## src/shared/sarpr_defines.svh

```systemverilog
// Constants for the successive-approximation converter control and readout.
// Functional notes
// - Busy high exactly while converting.
// - Conversion steps follow the external conversion clock.
// - Read strobe gates result onto the bus.
// - Half select low: full word, MSB top.
// - Half select high: bits 15..8 on low lines.
// - Half select switches halves during one read.
// - Start on trigger fall with select low, sixteen rises.
// - Bus driven only with select and strobe low.
// - Results coded in straight binary.
`ifndef SARPR_DEFINES_SVH
`define SARPR_DEFINES_SVH

// ==========================================================
// Result format
`define SARPR_RESULT_W      16
`define SARPR_MIDSCALE      16'h8000
`define SARPR_RESULT_RST    16'h0000
`define SARPR_HALF_PAD      8'h00
`define SARPR_BUS_ON        16'hFFFF
`define SARPR_BUS_OFF       16'h0000

// ==========================================================
// Conversion stepping
`define SARPR_STEP_W        4
`define SARPR_STEP_FIRST    4'h0
`define SARPR_STEP_LAST     4'hF
`define SARPR_STEP_ONE      4'h1

// ==========================================================
// Result buffer
`define SARPR_FIFO_DEPTH    8

// ==========================================================
// Pin synchroniser lanes and their idle levels
`define SARPR_PIN_W         6
`define SARPR_PIN_IDLE      6'h07
`define SARPR_LANE_TRIG     0
`define SARPR_LANE_CS       1
`define SARPR_LANE_RD       2
`define SARPR_LANE_HALF     4
`define SARPR_LANE_CLK      5
`define SARPR_LANE_CMP      3

`endif

```

## src/shared/sarpr_pkg.sv

```systemverilog
// Types shared by the converter control and readout design.
package sarpr_pkg;

    // ==========================================================
    // Conversion sequencer states, Gray coded from IDLE to CONV to STORE; the return to IDLE flips both bits.
    typedef enum logic [1:0] {
        SARPR_IDLE  = 2'b00,
        SARPR_CONV  = 2'b01,
        SARPR_STORE = 2'b11
    } sarpr_state_e;

endpackage

```

## src/logic/sarpr_sync.sv

```systemverilog
// Two-stage synchroniser for a bank of pin inputs.
`timescale 1ns/1ps
module sarpr_sync #(
    parameter int                WIDTH   = 1,
    parameter logic [WIDTH-1:0]  RST_VAL = '0
) (
    // Clock and reset
    input  wire logic             mclk,
    input  wire logic             sys_rst,
    // Pins and synchronised levels
    input  wire logic [WIDTH-1:0] pinIn,
    output logic      [WIDTH-1:0] pinSync
);

    logic [WIDTH-1:0] stageOne_ff;
    logic [WIDTH-1:0] stageTwo_ff;

    // ==========================================================
    // The first stage feeds only the second one.
    always_ff @(posedge mclk or posedge sys_rst) begin
        if (sys_rst) begin
            stageOne_ff <= RST_VAL;
            stageTwo_ff <= RST_VAL;
        end else begin
            stageOne_ff <= pinIn;
            stageTwo_ff <= stageOne_ff;
        end
    end

    assign pinSync = stageTwo_ff;

endmodule

```

## src/logic/sarpr_fifo.sv

```systemverilog
// Result buffer with valid and ready on both sides.
`timescale 1ns/1ps
module sarpr_fifo #(
    parameter int WIDTH = 16,
    parameter int DEPTH = 8
) (
    // Clock and reset
    input  wire logic             mclk,
    input  wire logic             sys_rst,
    // Filling side
    input  wire logic             inVld,
    output logic                  inRdy,
    input  wire logic [WIDTH-1:0] inData,
    // Draining side
    output logic                  outVld,
    input  wire logic             outRdy,
    output logic      [WIDTH-1:0] outData
);

    localparam int PTR_W = $clog2(DEPTH);
    localparam int CNT_W = $clog2(DEPTH + 1);

    logic [WIDTH-1:0] mem [DEPTH];
    logic [PTR_W-1:0] wrPtr_ff;
    logic [PTR_W-1:0] nxt_wrPtr;
    logic [PTR_W-1:0] rdPtr_ff;
    logic [PTR_W-1:0] nxt_rdPtr;
    logic [CNT_W-1:0] count_ff;
    logic [CNT_W-1:0] nxt_count;
    logic             doPush;
    logic             doPop;

    assign inRdy   = (count_ff != CNT_W'(DEPTH));
    assign outVld  = (count_ff != '0);
    assign outData = mem[rdPtr_ff];
    assign doPush  = inVld & inRdy;
    assign doPop   = outVld & outRdy;

    // ==========================================================
    // Pointer and fill count.
    always_comb begin
        nxt_wrPtr = wrPtr_ff;
        nxt_rdPtr = rdPtr_ff;
        nxt_count = count_ff;
        if (doPush) begin
            nxt_wrPtr = (wrPtr_ff == PTR_W'(DEPTH - 1)) ? '0 : wrPtr_ff + PTR_W'(1);
        end
        if (doPop) begin
            nxt_rdPtr = (rdPtr_ff == PTR_W'(DEPTH - 1)) ? '0 : rdPtr_ff + PTR_W'(1);
        end
        if (doPush && !doPop) begin
            nxt_count = count_ff + CNT_W'(1);
        end else if (doPop && !doPush) begin
            nxt_count = count_ff - CNT_W'(1);
        end
    end

    always_ff @(posedge mclk or posedge sys_rst) begin
        if (sys_rst) begin
            wrPtr_ff <= '0;
            rdPtr_ff <= '0;
            count_ff <= '0;
        end else begin
            wrPtr_ff <= nxt_wrPtr;
            rdPtr_ff <= nxt_rdPtr;
            count_ff <= nxt_count;
        end
    end

    // Storage has no reset; words are only read while counted as valid.
    always_ff @(posedge mclk) begin
        if (doPush) begin
            mem[wrPtr_ff] <= inData;
        end
    end

endmodule

```

## src/logic/sarpr_top.sv

```systemverilog
// Conversion sequencer and parallel result readout of the converter.
`timescale 1ns/1ps
`include "sarpr_defines.svh"
module sarpr_top (
    // Clock and reset
    input  wire logic                        mclk,
    input  wire logic                        sys_rst,
    // Host control pins
    input  wire logic                        conversionTriggerN,
    input  wire logic                        chipSelN,
    input  wire logic                        readN,
    input  wire logic                        halfSel,
    // Conversion clock pin and comparator decision
    input  wire logic                        convClk,
    input  wire logic                        cmpAbove,
    // Status and trial code to the capacitor array
    output logic                             busy,
    output logic [`SARPR_RESULT_W-1:0]       dacTrial,
    // Three-state result bus
    output logic [`SARPR_RESULT_W-1:0]       resultBusOut,
    output logic [`SARPR_RESULT_W-1:0]       resultBusOe
);

    // ==========================================================
    // Pin synchronisation
    logic [`SARPR_PIN_W-1:0] pinRaw;
    logic [`SARPR_PIN_W-1:0] pinSync;
    logic                    trigS;
    logic                    csS;
    logic                    rdS;
    logic                    halfS;
    logic                    clkS;
    logic                    cmpS;

    assign pinRaw = {convClk, halfSel, cmpAbove, readN, chipSelN, conversionTriggerN};

    sarpr_sync #(
        .WIDTH   (`SARPR_PIN_W),
        .RST_VAL (`SARPR_PIN_IDLE)
    ) u_sync (
        .mclk    (mclk),
        .sys_rst (sys_rst),
        .pinIn   (pinRaw),
        .pinSync (pinSync)
    );

    assign trigS = pinSync[`SARPR_LANE_TRIG];
    assign csS   = pinSync[`SARPR_LANE_CS];
    assign rdS   = pinSync[`SARPR_LANE_RD];
    assign halfS = pinSync[`SARPR_LANE_HALF];
    assign clkS  = pinSync[`SARPR_LANE_CLK];
    assign cmpS  = pinSync[`SARPR_LANE_CMP];

    // ==========================================================
    // Edge detection on synchronised levels
    logic trigPrev_ff;
    logic clkPrev_ff;
    logic trigFall;
    logic clkRise;
    logic readActive;

    always_ff @(posedge mclk or posedge sys_rst) begin
        if (sys_rst) begin
            trigPrev_ff <= 1'b1;
            clkPrev_ff  <= 1'b0;
        end else begin
            trigPrev_ff <= trigS;
            clkPrev_ff  <= clkS;
        end
    end

    assign trigFall   = trigPrev_ff & ~trigS;
    assign clkRise    = ~clkPrev_ff & clkS;
    assign readActive = ~csS & ~rdS;

    // ==========================================================
    // Conversion sequencer
    sarpr_pkg::sarpr_state_e           state_ff;
    sarpr_pkg::sarpr_state_e           nxt_state;
    logic [`SARPR_STEP_W-1:0]          step_ff;
    logic [`SARPR_STEP_W-1:0]          nxt_step;
    logic [`SARPR_RESULT_W-1:0]        trial_ff;
    logic [`SARPR_RESULT_W-1:0]        nxt_trial;
    logic [`SARPR_RESULT_W-1:0]        result_ff;
    logic [`SARPR_RESULT_W-1:0]        nxt_result;
    logic                              busy_ff;
    logic                              nxt_busy;
    logic [`SARPR_RESULT_W-1:0]        curMask;
    logic [`SARPR_RESULT_W-1:0]        decided;
    logic                              fifoInRdy;

    // The bit under test walks down from the top; each decision also raises the next trial bit.
    assign curMask = `SARPR_MIDSCALE >> step_ff;
    assign decided = (cmpS ? trial_ff : (trial_ff & ~curMask)) | (curMask >> 1);

    always_comb begin
        nxt_state  = state_ff;
        nxt_step   = step_ff;
        nxt_trial  = trial_ff;
        nxt_result = result_ff;
        case (state_ff)
            sarpr_pkg::SARPR_IDLE: begin
                if (trigFall && !csS) begin
                    nxt_state = sarpr_pkg::SARPR_CONV;
                    nxt_step  = `SARPR_STEP_FIRST;
                    nxt_trial = `SARPR_MIDSCALE;
                end
            end
            sarpr_pkg::SARPR_CONV: begin
                if (clkRise) begin
                    nxt_trial = decided;
                    if (step_ff == `SARPR_STEP_LAST) begin
                        nxt_state  = sarpr_pkg::SARPR_STORE;
                        nxt_result = decided;
                    end else begin
                        nxt_step = step_ff + `SARPR_STEP_ONE;
                    end
                end
            end
            sarpr_pkg::SARPR_STORE: begin
                // A full buffer holds the conversion open, so no result is lost at the buffer input.
                if (fifoInRdy) begin
                    nxt_state = sarpr_pkg::SARPR_IDLE;
                end
            end
            default: begin
                nxt_state = sarpr_pkg::SARPR_IDLE;
            end
        endcase
        nxt_busy = (nxt_state != sarpr_pkg::SARPR_IDLE);
    end

    always_ff @(posedge mclk or posedge sys_rst) begin
        if (sys_rst) begin
            state_ff  <= sarpr_pkg::SARPR_IDLE;
            step_ff   <= `SARPR_STEP_FIRST;
            trial_ff  <= `SARPR_RESULT_RST;
            result_ff <= `SARPR_RESULT_RST;
            busy_ff   <= 1'b0;
        end else begin
            state_ff  <= nxt_state;
            step_ff   <= nxt_step;
            trial_ff  <= nxt_trial;
            result_ff <= nxt_result;
            busy_ff   <= nxt_busy;
        end
    end

    // ==========================================================
    // Result buffer and presented word
    logic                       fifoOutVld;
    logic                       fifoOutRdy;
    logic [`SARPR_RESULT_W-1:0] fifoOutData;
    logic [`SARPR_RESULT_W-1:0] shown_ff;
    logic [`SARPR_RESULT_W-1:0] nxt_shown;

    // The presented word only moves between reads, so one read never mixes two results.
    assign fifoOutRdy = ~readActive;

    sarpr_fifo #(
        .WIDTH (`SARPR_RESULT_W),
        .DEPTH (`SARPR_FIFO_DEPTH)
    ) u_fifo (
        .mclk    (mclk),
        .sys_rst (sys_rst),
        .inVld   (state_ff == sarpr_pkg::SARPR_STORE),
        .inRdy   (fifoInRdy),
        .inData  (result_ff),
        .outVld  (fifoOutVld),
        .outRdy  (fifoOutRdy),
        .outData (fifoOutData)
    );

    always_comb begin
        nxt_shown = shown_ff;
        if (fifoOutVld && fifoOutRdy) begin
            nxt_shown = fifoOutData;
        end
    end

    always_ff @(posedge mclk or posedge sys_rst) begin
        if (sys_rst) begin
            shown_ff <= `SARPR_RESULT_RST;
        end else begin
            shown_ff <= nxt_shown;
        end
    end

    // ==========================================================
    // Output bus drive
    logic [`SARPR_RESULT_W-1:0] busOut_ff;
    logic [`SARPR_RESULT_W-1:0] nxt_busOut;
    logic [`SARPR_RESULT_W-1:0] busOe_ff;
    logic [`SARPR_RESULT_W-1:0] nxt_busOe;

    // Half select is followed every cycle, so it may toggle while the strobe stays low.
    always_comb begin
        nxt_busOe  = readActive ? `SARPR_BUS_ON : `SARPR_BUS_OFF;
        nxt_busOut = shown_ff;
        if (halfS) begin
            nxt_busOut = {`SARPR_HALF_PAD, shown_ff[15:8]};
        end
    end

    always_ff @(posedge mclk or posedge sys_rst) begin
        if (sys_rst) begin
            busOut_ff <= `SARPR_RESULT_RST;
            busOe_ff  <= `SARPR_BUS_OFF;
        end else begin
            busOut_ff <= nxt_busOut;
            busOe_ff  <= nxt_busOe;
        end
    end

    assign busy         = busy_ff;
    assign dacTrial     = trial_ff;
    assign resultBusOut = busOut_ff;
    assign resultBusOe  = busOe_ff;

    // ==========================================================
    // Assertions
    // Checks speak of synchronised levels, two edges behind the pins.
    a_busy_state: assert property (@(posedge mclk) disable iff (sys_rst)
        busy_ff == (state_ff != sarpr_pkg::SARPR_IDLE))
        else $error("busy does not match conversion state");

    a_trigger_start: assert property (@(posedge mclk) disable iff (sys_rst)
        (state_ff == sarpr_pkg::SARPR_IDLE && trigFall && !csS) |=> busy_ff && trial_ff == `SARPR_MIDSCALE)
        else $error("trigger did not start a conversion");

    a_step_on_clock: assert property (@(posedge mclk) disable iff (sys_rst)
        (state_ff == sarpr_pkg::SARPR_CONV && !clkRise) |=> $stable(trial_ff) && $stable(step_ff))
        else $error("conversion advanced without a clock rise");

    a_step_count: assert property (@(posedge mclk) disable iff (sys_rst)
        (state_ff == sarpr_pkg::SARPR_CONV && clkRise && step_ff != `SARPR_STEP_LAST)
        |=> state_ff == sarpr_pkg::SARPR_CONV && step_ff == $past(step_ff) + `SARPR_STEP_ONE)
        else $error("step count did not advance by one");

    a_sixteen_done: assert property (@(posedge mclk) disable iff (sys_rst)
        $rose(state_ff == sarpr_pkg::SARPR_STORE) |-> $past(step_ff) == `SARPR_STEP_LAST)
        else $error("conversion ended before sixteen clock rises");

    a_lsb_decision: assert property (@(posedge mclk) disable iff (sys_rst)
        (state_ff == sarpr_pkg::SARPR_CONV && clkRise && step_ff == `SARPR_STEP_LAST)
        |=> result_ff[0] == $past(cmpS) && result_ff[15:1] == $past(trial_ff[15:1]))
        else $error("final decision not stored in straight binary");

    a_bus_enable: assert property (@(posedge mclk) disable iff (sys_rst)
        (!readActive) |=> resultBusOe == `SARPR_BUS_OFF)
        else $error("bus driven without select and strobe");

    a_bus_on: assert property (@(posedge mclk) disable iff (sys_rst)
        readActive [*2] |-> resultBusOe == `SARPR_BUS_ON)
        else $error("bus not driven during a read");

    a_full_word: assert property (@(posedge mclk) disable iff (sys_rst)
        (readActive && !halfS) |=> resultBusOut == $past(shown_ff))
        else $error("full word not presented");

    a_half_word: assert property (@(posedge mclk) disable iff (sys_rst)
        (readActive && halfS) |=> resultBusOut == {`SARPR_HALF_PAD, $past(shown_ff[15:8])})
        else $error("upper half not on the low lines");

    a_half_toggle: assert property (@(posedge mclk) disable iff (sys_rst)
        (readActive && $changed(halfS)) |=> $changed(resultBusOut) || $past(shown_ff[15:8]) == $past(shown_ff[7:0])
            || $past(shown_ff) == `SARPR_RESULT_RST)
        else $error("half select change not followed within a read");

    a_busy_end: assert property (@(posedge mclk) disable iff (sys_rst)
        $fell(busy) |-> $past(state_ff) == sarpr_pkg::SARPR_STORE && $past(fifoInRdy))
        else $error("busy fell before the result was stored");

    a_store_wait: assert property (@(posedge mclk) disable iff (sys_rst)
        (state_ff == sarpr_pkg::SARPR_STORE && !fifoInRdy) |=> busy && state_ff == sarpr_pkg::SARPR_STORE)
        else $error("busy dropped while the buffer was full");

    a_select_needed: assert property (@(posedge mclk) disable iff (sys_rst)
        (state_ff == sarpr_pkg::SARPR_IDLE && trigFall && csS) |=> !busy)
        else $error("trigger without chip select started a conversion");

    a_idle_trial: assert property (@(posedge mclk) disable iff (sys_rst)
        (state_ff == sarpr_pkg::SARPR_IDLE && !(trigFall && !csS)) |=> $stable(trial_ff))
        else $error("trial code moved while idle");

    a_word_steady: assert property (@(posedge mclk) disable iff (sys_rst)
        readActive |=> $stable(shown_ff))
        else $error("presented word changed during a read");

    c_conversion: cover property (@(posedge mclk) disable iff (sys_rst)
        $rose(state_ff == sarpr_pkg::SARPR_STORE));
    c_half_read: cover property (@(posedge mclk) disable iff (sys_rst)
        readActive && !halfS ##[1:20] readActive && halfS);
    c_store_stall: cover property (@(posedge mclk) disable iff (sys_rst)
        state_ff == sarpr_pkg::SARPR_STORE && !fifoInRdy);
    c_ignored_trigger: cover property (@(posedge mclk) disable iff (sys_rst)
        state_ff == sarpr_pkg::SARPR_IDLE && trigFall && csS);
    c_busy_trigger: cover property (@(posedge mclk) disable iff (sys_rst)
        busy_ff && trigFall);

endmodule

```

## config.mk

```make
export PLATFORM = sky130hd
export DESIGN_NAME = sarpr_top
export DESIGN_NICKNAME = d
export VERILOG_FILES = /design/src/shared/sarpr_pkg.sv /design/src/logic/sarpr_sync.sv /design/src/logic/sarpr_fifo.sv /design/src/logic/sarpr_top.sv
export VERILOG_INCLUDE_DIRS = /design/src /design/src/shared
export SDC_FILE = /design/constraint.sdc
export NUM_CORES = 1
export LEC_CHECK = 0
export ABC_AREA = 1
export BUFFER_PORTS_ARGS = -buffer_cell sky130_fd_sc_hd__clkbuf_2
export CAP_MARGIN = 30
export CORE_UTILIZATION = 35
export CTS_CLUSTER_SIZE = 30
export DETAILED_ROUTE_END_ITERATION = 7
export GPL_TIMING_DRIVEN = 0
export PLACE_DENSITY_LB_ADDON = 0.2
export REMOVE_ABC_BUFFERS = 1
export SLEW_MARGIN = 30
export SYNTH_ARGS = -nofsm -noshare
export SYNTH_HDL_FRONTEND = slang
export SYNTH_SLANG_ARGS = --single-unit
```

## constraint.sdc

```tcl
create_clock -name mclk -period 3.1 [get_ports mclk]
set_clock_uncertainty 0.2 [all_clocks]
set_input_delay 0.62 -clock mclk [delete_from_list [all_inputs] [get_ports mclk]]
set_output_delay 0.62 -clock mclk [all_outputs]
set_load 0.03 [all_outputs]
```

==> flow_metrics.env, run 1 <==
export IMPL_clockRootBuffer="clkbuf_16"
export IMPL_postRouteAntennaNets=0
export IMPL_synthArstFlopShare_pct=42.86
export IMPL_area_delta_synth_final_pct=15.47
export IMPL_fin_ws_ns=0.3687
export IMPL_post_place_cells=1311
export IMPL_core_region_area_mm2=0.02688
export IMPL_final_cells=1360
export IMPL_dieArea_mm2=0.02799
export IMPL_htreeDepth=1
export IMPL_totalWireLength_um=19980
export IMPL_finalCoreUtilization_pct=41.10
export IMPL_fmax_mhz=366.1
export IMPL_drt_initial_drc_count=361
export IMPL_vias_per_cell=4.584
export IMPL_min_period_ns=2.731
export IMPL_clk_latency_ns=0.51
export IMPL_antenna_cells=0
export IMPL_worstSetupPathType="flop to flop"
export IMPL_synthTopCellsByArea="edfxtp_1 (40%), dfrtp_1 (23%), nand2_1 (12%)"
export IMPL_synth_edf_count=128
export IMPL_num_nets_final=1023
export IMPL_fin_tns_setup_ns=0
export IMPL_fp_row_count=60
export IMPL_dp_hpwl_um=12050
export IMPL_yosys_area_top_type="edfxtp_1"
export IMPL_clkTransAtPathRegs_ns=0.06
export IMPL_drive_gt1_share_pct=13.15
export IMPL_ys_ff_latch=224
export IMPL_avgSynthCellArea_um2=9.964
export IMPL_arrival_ns=2.98
export IMPL_worstSetupEndpointType="flop"
export IMPL_grt_pass1_vias=5942
export IMPL_start_util_pct=35.59
export IMPL_synth_ff_type="edfxtp_1"
export IMPL_synth_distinct_cells=31
export IMPL_wire_per_inst_um=14.69
export IMPL_first_pass_iters=5
export IMPL_min_path_type="input port to flop"
export IMPL_drc=0
export IMPL_worst_pin_slew_ns=0.9067
export IMPL_cts_resized=0
export IMPL_setup_viol_count_final=0
export IMPL_critPathRequiredTime_ns=3.34
export IMPL_cts_buffer_depth=3
export IMPL_grt_overflow=0
export IMPL_yosys_warnings=0
export IMPL_drv_slew=0
export IMPL_p_per_area_mw_per_mm2=836.7
export IMPL_start_kind="flop"
export IMPL_numCtsBuffers=25
export IMPL_grt_setup_unrepaired="false"
export IMPL_cts_tree="built"
export IMPL_drv_cap=0
export IMPL_via_count=6234
export IMPL_grt_max_degree=55
export IMPL_p_leak_nw=5.147
export IMPL_synth_common_cells="nand2_1 (315), edfxtp_1 (128), inv_1 (128), nand3_1 (123), dfrtp_1 (89)"
export IMPL_dieWidth_um=167.3
export IMPL_finalCritPeriodShare_pct=88.11
export IMPL_dp_slack_ns=0.3741
export IMPL_gp_congestion=0.7450
export IMPL_yosysMostFrequentCell="nand2_1"
export IMPL_grt_pass1_wl_um=32000
export IMPL_syn_cell_area_mm2=0.009565
export IMPL_maxSlewHeadroom_pct=39.55
export IMPL_status="finished clean"
export IMPL_ys_seq_area_share_pct=65.39
export IMPL_hold_violations=0
export IMPL_antenna_found_initial=0
export IMPL_grt_usage_pct=14.61
export IMPL_ir_drop_mv=0.5114
export IMPL_syn_inst=960
export IMPL_cts_sink_count=224
export IMPL_port_buffer_count=56
export IMPL_power_mw=9.242
export IMPL_path_max_fanout=18
export IMPL_io_pins=57
export IMPL_synth_top_area_share_pct=40.18
export IMPL_die_height_um=167.3
-- routing by layer --
metal	GRT usage, %	wire length [um]
met1	20.29	9749
met4	4.188	370
met2	23.77	9076
met3	2.127	783
met5	0	0
-- cells by family (layout without fill, tap and decap cells) --
| kind of cell | count (synthesis) | in the layout | share of synthesized area [%] |
|---|---|---|---|
| flops | 224 | 224 | 65.39 |
| simple gates | 492 | 492 | 21.62 |
| fa+ha+maj | 14 | 14 | 1.910 |
| buf+inv | 186 | 245 | 8.437 |
| compound gates | 41 | 41 | 2.368 |
| xor+xnor | 3 | 3 | 0.2747 |
-- per-stage QoR --
step | hold WS, ns | area, um^2
floorplan | 0.1312 | 9264
global placement | 0.1326 | 9971
detailed placement | 0.1362 | 10180
CTS | 0.0005751 | 11050
global route | 0.002361 | 11050
finish | 0.02109 | 11050
-- registers in the layout, summed over array words and instances (netlist names) --
signal,cells
step_ff,4
dacTrial,16
resultBusOe,1
result_ff,16
u_fifo.count_ff,4
u_sync.stageOne_ff,6
shown_ff,16
u_fifo.mem,128
resultBusOut,16
busy,1
clkPrev_ff,1
trigPrev_ff,1
state_ff,2
u_fifo.wrPtr_ff,3
u_sync.pinSync,6
u_fifo.rdPtr_ff,3
-- cell usage in the layout, fill, tap and decap left out, types with 7 or more instances in the layout --
cell type,instances
dfrtp_1,87
clkbuf_2,56
nand3_1,123
clkbuf_8,7
nor2_4,9
o21ai_0,21
nand2_1,315
clkbuf_1,7
nor2_1,34
inv_1,125
edfxtp_1,128
dfstp_2,7
clkbuf_16,26
a21oi_1,13
ha_1,13
-- power breakdown --
part	switching, mW	total [mW]	internal [mW]
clock network	1.12	2.90	1.78
registers	0.382	3.84	3.46
logic	1.69	2.50	0.808
-- path summary, 6_finish.rpt --
check | startpoint | endpoint | slack, ns | cells past startpoint
max | u_fifo.rdPtr_ff[2] | shown_ff[1] | 0.37 | 4
min | convClk | u_sync.stageOne_ff[5] | 0.02 | 1
max reg2reg | u_fifo.rdPtr_ff[2] | shown_ff[1] | 0.37 | 4
min reg2reg | u_sync.stageOne_ff[5] | u_sync.pinSync[5] | 0.15 | 0
max in group asynchronous | sys_rst | u_fifo.rdPtr_ff[0] | 1.60 | 4
min in group asynchronous | sys_rst | busy | 0.47 | 3
-- area by class of cell --
type | count | area [um^2]
Fill cell | 2691 | 15830
Sequential cell | 224 | 6260
Multi-Input combinational cell | 550 | 2572
Clock buffer | 40 | 773.2
Inverter | 134 | 513.0
Timing Repair Buffer | 66 | 450.4
Tap cell | 341 | 426.7
Clock inverter | 5 | 50.05
-- worst max-delay path: stages, from the launching register on --
cell	delay, ns
dfrtp_1	0.93
clkinv_1	0.91
nand3_1	0.34
nand3_1	0.18
nand2_1	0.10
-- what timing repair did --
action,4_1_cts,5_1_grt
endpoints found under the hold margin,40,0
setup buffers,0,0
hold buffers,4,0
No activity file was read; power rests on OpenSTA's default activity.
==> run 2: changes to the inputs <==
Settings changed: BUFFER_PORTS_ARGS -buffer_cell sky130_fd_sc_hd__clkbuf_2 to default, CORE_UTILIZATION 35 to 57, DONT_BUFFER_PORTS from default to 1.
==> run 2 against run 1 <==
Against the previous run: hold slack better by 0.13 ns; sequential share of layout area is 2.3 points higher; design area is 3.9% lower; largest cell class unchanged; total power is 1.6% lower; sequential power is 8.3% higher; via count is 0.43% lower; setup slack worse by 0.040 ns.
==> flow_metrics.env, run 2 (synthesized netlist as in run 1, its figures left out) <==
export IMPL_seqCellArea_mm2=0.006264
export IMPL_first_pass_iters=5
export IMPL_io_pins=57
export IMPL_rrSetupSlack_ns=0.33
export IMPL_combPwrFrac_pct=21.4
export IMPL_grt_setup_unrepaired="false"
export IMPL_hold_violations=0
export IMPL_clkTransAtPathRegs_ns=0.06
export IMPL_endpoint="u_fifo.count_ff[3]"
export IMPL_critPathMaxStageDelay_ns=0.44
export IMPL_r2r_cells=12
export IMPL_cts_buffer_depth=3
export IMPL_grt_pass1_wl_um=30690
export IMPL_final_common_cell="nand2_1"
export IMPL_setup_viol_count_final=0
export IMPL_post_cts_setup_buffer_count=0
export IMPL_fin_area_mm2=0.01062
export IMPL_num_nets_final=967
export IMPL_p_switching_mw=3.111
export IMPL_min_period_ns=2.771
export IMPL_area_delta_synth_final_pct=11.01
export IMPL_clk_latency_ns=0.53
export IMPL_path_cells="nor2_1, a31oi_4, inv_2, ha_1, inv_1, ha_1, a21oi_1, nand2_1, o21ai_0, nand2_1, nand2_1, nand2_1"
export IMPL_drv_cap=0
export IMPL_grt_max_degree=67
export IMPL_fmax_mhz=360.9
export IMPL_dieWidth_um=131.5
export IMPL_worstSetupPathType="flop to flop"
export IMPL_cts_resized=0
export IMPL_final_cells=1179
export IMPL_start_kind="flop"
export IMPL_worst_pin_slew_ns=0.8729
export IMPL_postRouteAntennaNets=0
export IMPL_gp_congestion=0.9485
export IMPL_htreeDepth=1
export IMPL_slowest_stage="dfrtp_1"
export IMPL_drc=0
export IMPL_p_leak_nw=4.904
export IMPL_grt_usage_pct=22.86
export IMPL_wire_per_inst_um=15.98
export IMPL_cts_sink_count=224
export IMPL_fill_cells=1250
export IMPL_largest_reg_flops=128
export IMPL_grt_pass1_vias=6033
export IMPL_port_buffer_count=0
export IMPL_start_util_pct=59.36
export IMPL_clockRootBuffer="clkbuf_16"
export IMPL_totalWireLength_um=18840
export IMPL_min_path_type="flop to flop"
export IMPL_p_per_area_mw_per_mm2=856.5
export IMPL_die_height_um=131.5
export IMPL_path_max_fanout=17
export IMPL_vias_per_cell=5.265
export IMPL_numCtsBuffers=24
export IMPL_maxSlewHeadroom_pct=41.81
export IMPL_crit_path_frequent_cell="nand2_1"
export IMPL_drv_slew=0
export IMPL_fp_row_count=46
export IMPL_grt_overflow=0
export IMPL_cts_tree="built"
export IMPL_ir_drop_mv=0.6521
export IMPL_p_sw_share_pct=34.21
export IMPL_final_cell_mix="nand2_1 (315), edfxtp_1 (128), inv_1 (125)"
export IMPL_regMostFlops="u_fifo.mem"
export IMPL_critPathRequiredTime_ns=3.32
export IMPL_startpoint="u_fifo.count_ff[0]"
export IMPL_drive_gt1_share_pct=8.100
export IMPL_dieArea_mm2=0.01730
export IMPL_antenna_cells=0
export IMPL_reg2reg_from="u_fifo.count_ff[0]"
export IMPL_finalCritPeriodShare_pct=89.39
export IMPL_post_place_cells=1128
export IMPL_core_region_area_mm2=0.01612
export IMPL_seqPwrFrac_pct=45.7
export IMPL_status="finished clean"
export IMPL_arrival_ns=3.00
export IMPL_whs_ns=0.1498
export IMPL_multi_input_area_mm2=0.002572
export IMPL_antenna_found_initial=0
export IMPL_rr_endpoint="u_fifo.count_ff[3]"
export IMPL_worstSetupEndpointType="flop"
export IMPL_placed_cell_area_mm2=0.009709
export IMPL_drt_initial_drc_count=332
export IMPL_via_count=6207
export IMPL_dp_hpwl_um=10990
export IMPL_p_int_mw=5.984
export IMPL_clkPwrFrac_pct=33.0
[run 2: cell types whose count changed in the layout (fill, tap and decap cells not counted), sizes merged]
cell	delta
clkbuf	-67
clkinv	+6
bufinv	+4
dlygate4sd3	+3
buf	-2
[run 2: timing repair]
| action | in CTS | in global routing |
|---|---|---|
| endpoints found under the setup margin | 0 | 0 |
| endpoints found under the hold margin | 44 | 0 |
| hold buffers | 7 | 0 |
[run 2: through the flow]
step                      setup TNS, ns  setup WS, ns  total power [mW]  util [%]
after floorplan                  -32.88       -0.8660             5.478         -
after global placement          -163.39        -1.703             6.058     59.16
after detailed placement              0        0.3089             6.149     60.25
after CTS                             0        0.2945             9.138     65.89
after global routing                  0        0.1018             9.584     65.89
final                                 0        0.3288             9.095     65.89
[run 2: how the worst min path moves through the flow]
stage | depth (start not counted) | startpoint | end
floorplan | 0 | u_sync.stageOne_ff[3] | u_sync.pinSync[3]
global placement | 0 | u_sync.stageOne_ff[5] | u_sync.pinSync[5]
detailed placement | 0 | u_sync.stageOne_ff[4] | u_sync.pinSync[4]
CTS | 0 | u_sync.stageOne_ff[3] | u_sync.pinSync[3]
global route | 0 | u_sync.stageOne_ff[3] | u_sync.pinSync[3]
finish | 0 | u_sync.stageOne_ff[3] | u_sync.pinSync[3]
[run 2: per-layer routing]
layer	vias to the layer above	share of wire, %	routed length (um)	global-route usage [%]
met4	0	1.9	353	5.620
met1	2982	41	7715	27.67
met5	-	0	0	0
met3	33	5.3	993	4.012
met2	173	52	9773	42.03
li1	3019	-	-	-
[run 2: power groups by stage]
stage	Combinational (mW)	Sequential, mW	Clock [mW]
finish	1.94	4.16	3.00
global route	2.23	4.20	3.15
CTS	1.95	4.16	3.03
detailed placement	1.94	4.21	0
global placement	1.75	4.31	0
floorplan	1.35	4.13	0
[run 2: final cells by class]
cell class | instances | share of cell area, %
flip-flops and latches | 224 | 58.98
multi-input cells | 550 | 24.23
clock buffers | 29 | 5.927
inverters | 134 | 4.831
well taps | 216 | 2.545
clock inverters | 15 | 1.980
repair buffers | 11 | 1.508
[run 2: critical path, delay by kind of cell, from the launching register on]
| kind | cells | cell delay (ns) |
|---|---|---|
| flops | 1 | 0.44 |
| fa+ha+maj | 2 | 0.57 |
| buf+inv | 2 | 0.48 |
| simple gates | 5 | 0.50 |
| compound gates | 3 | 0.47 |
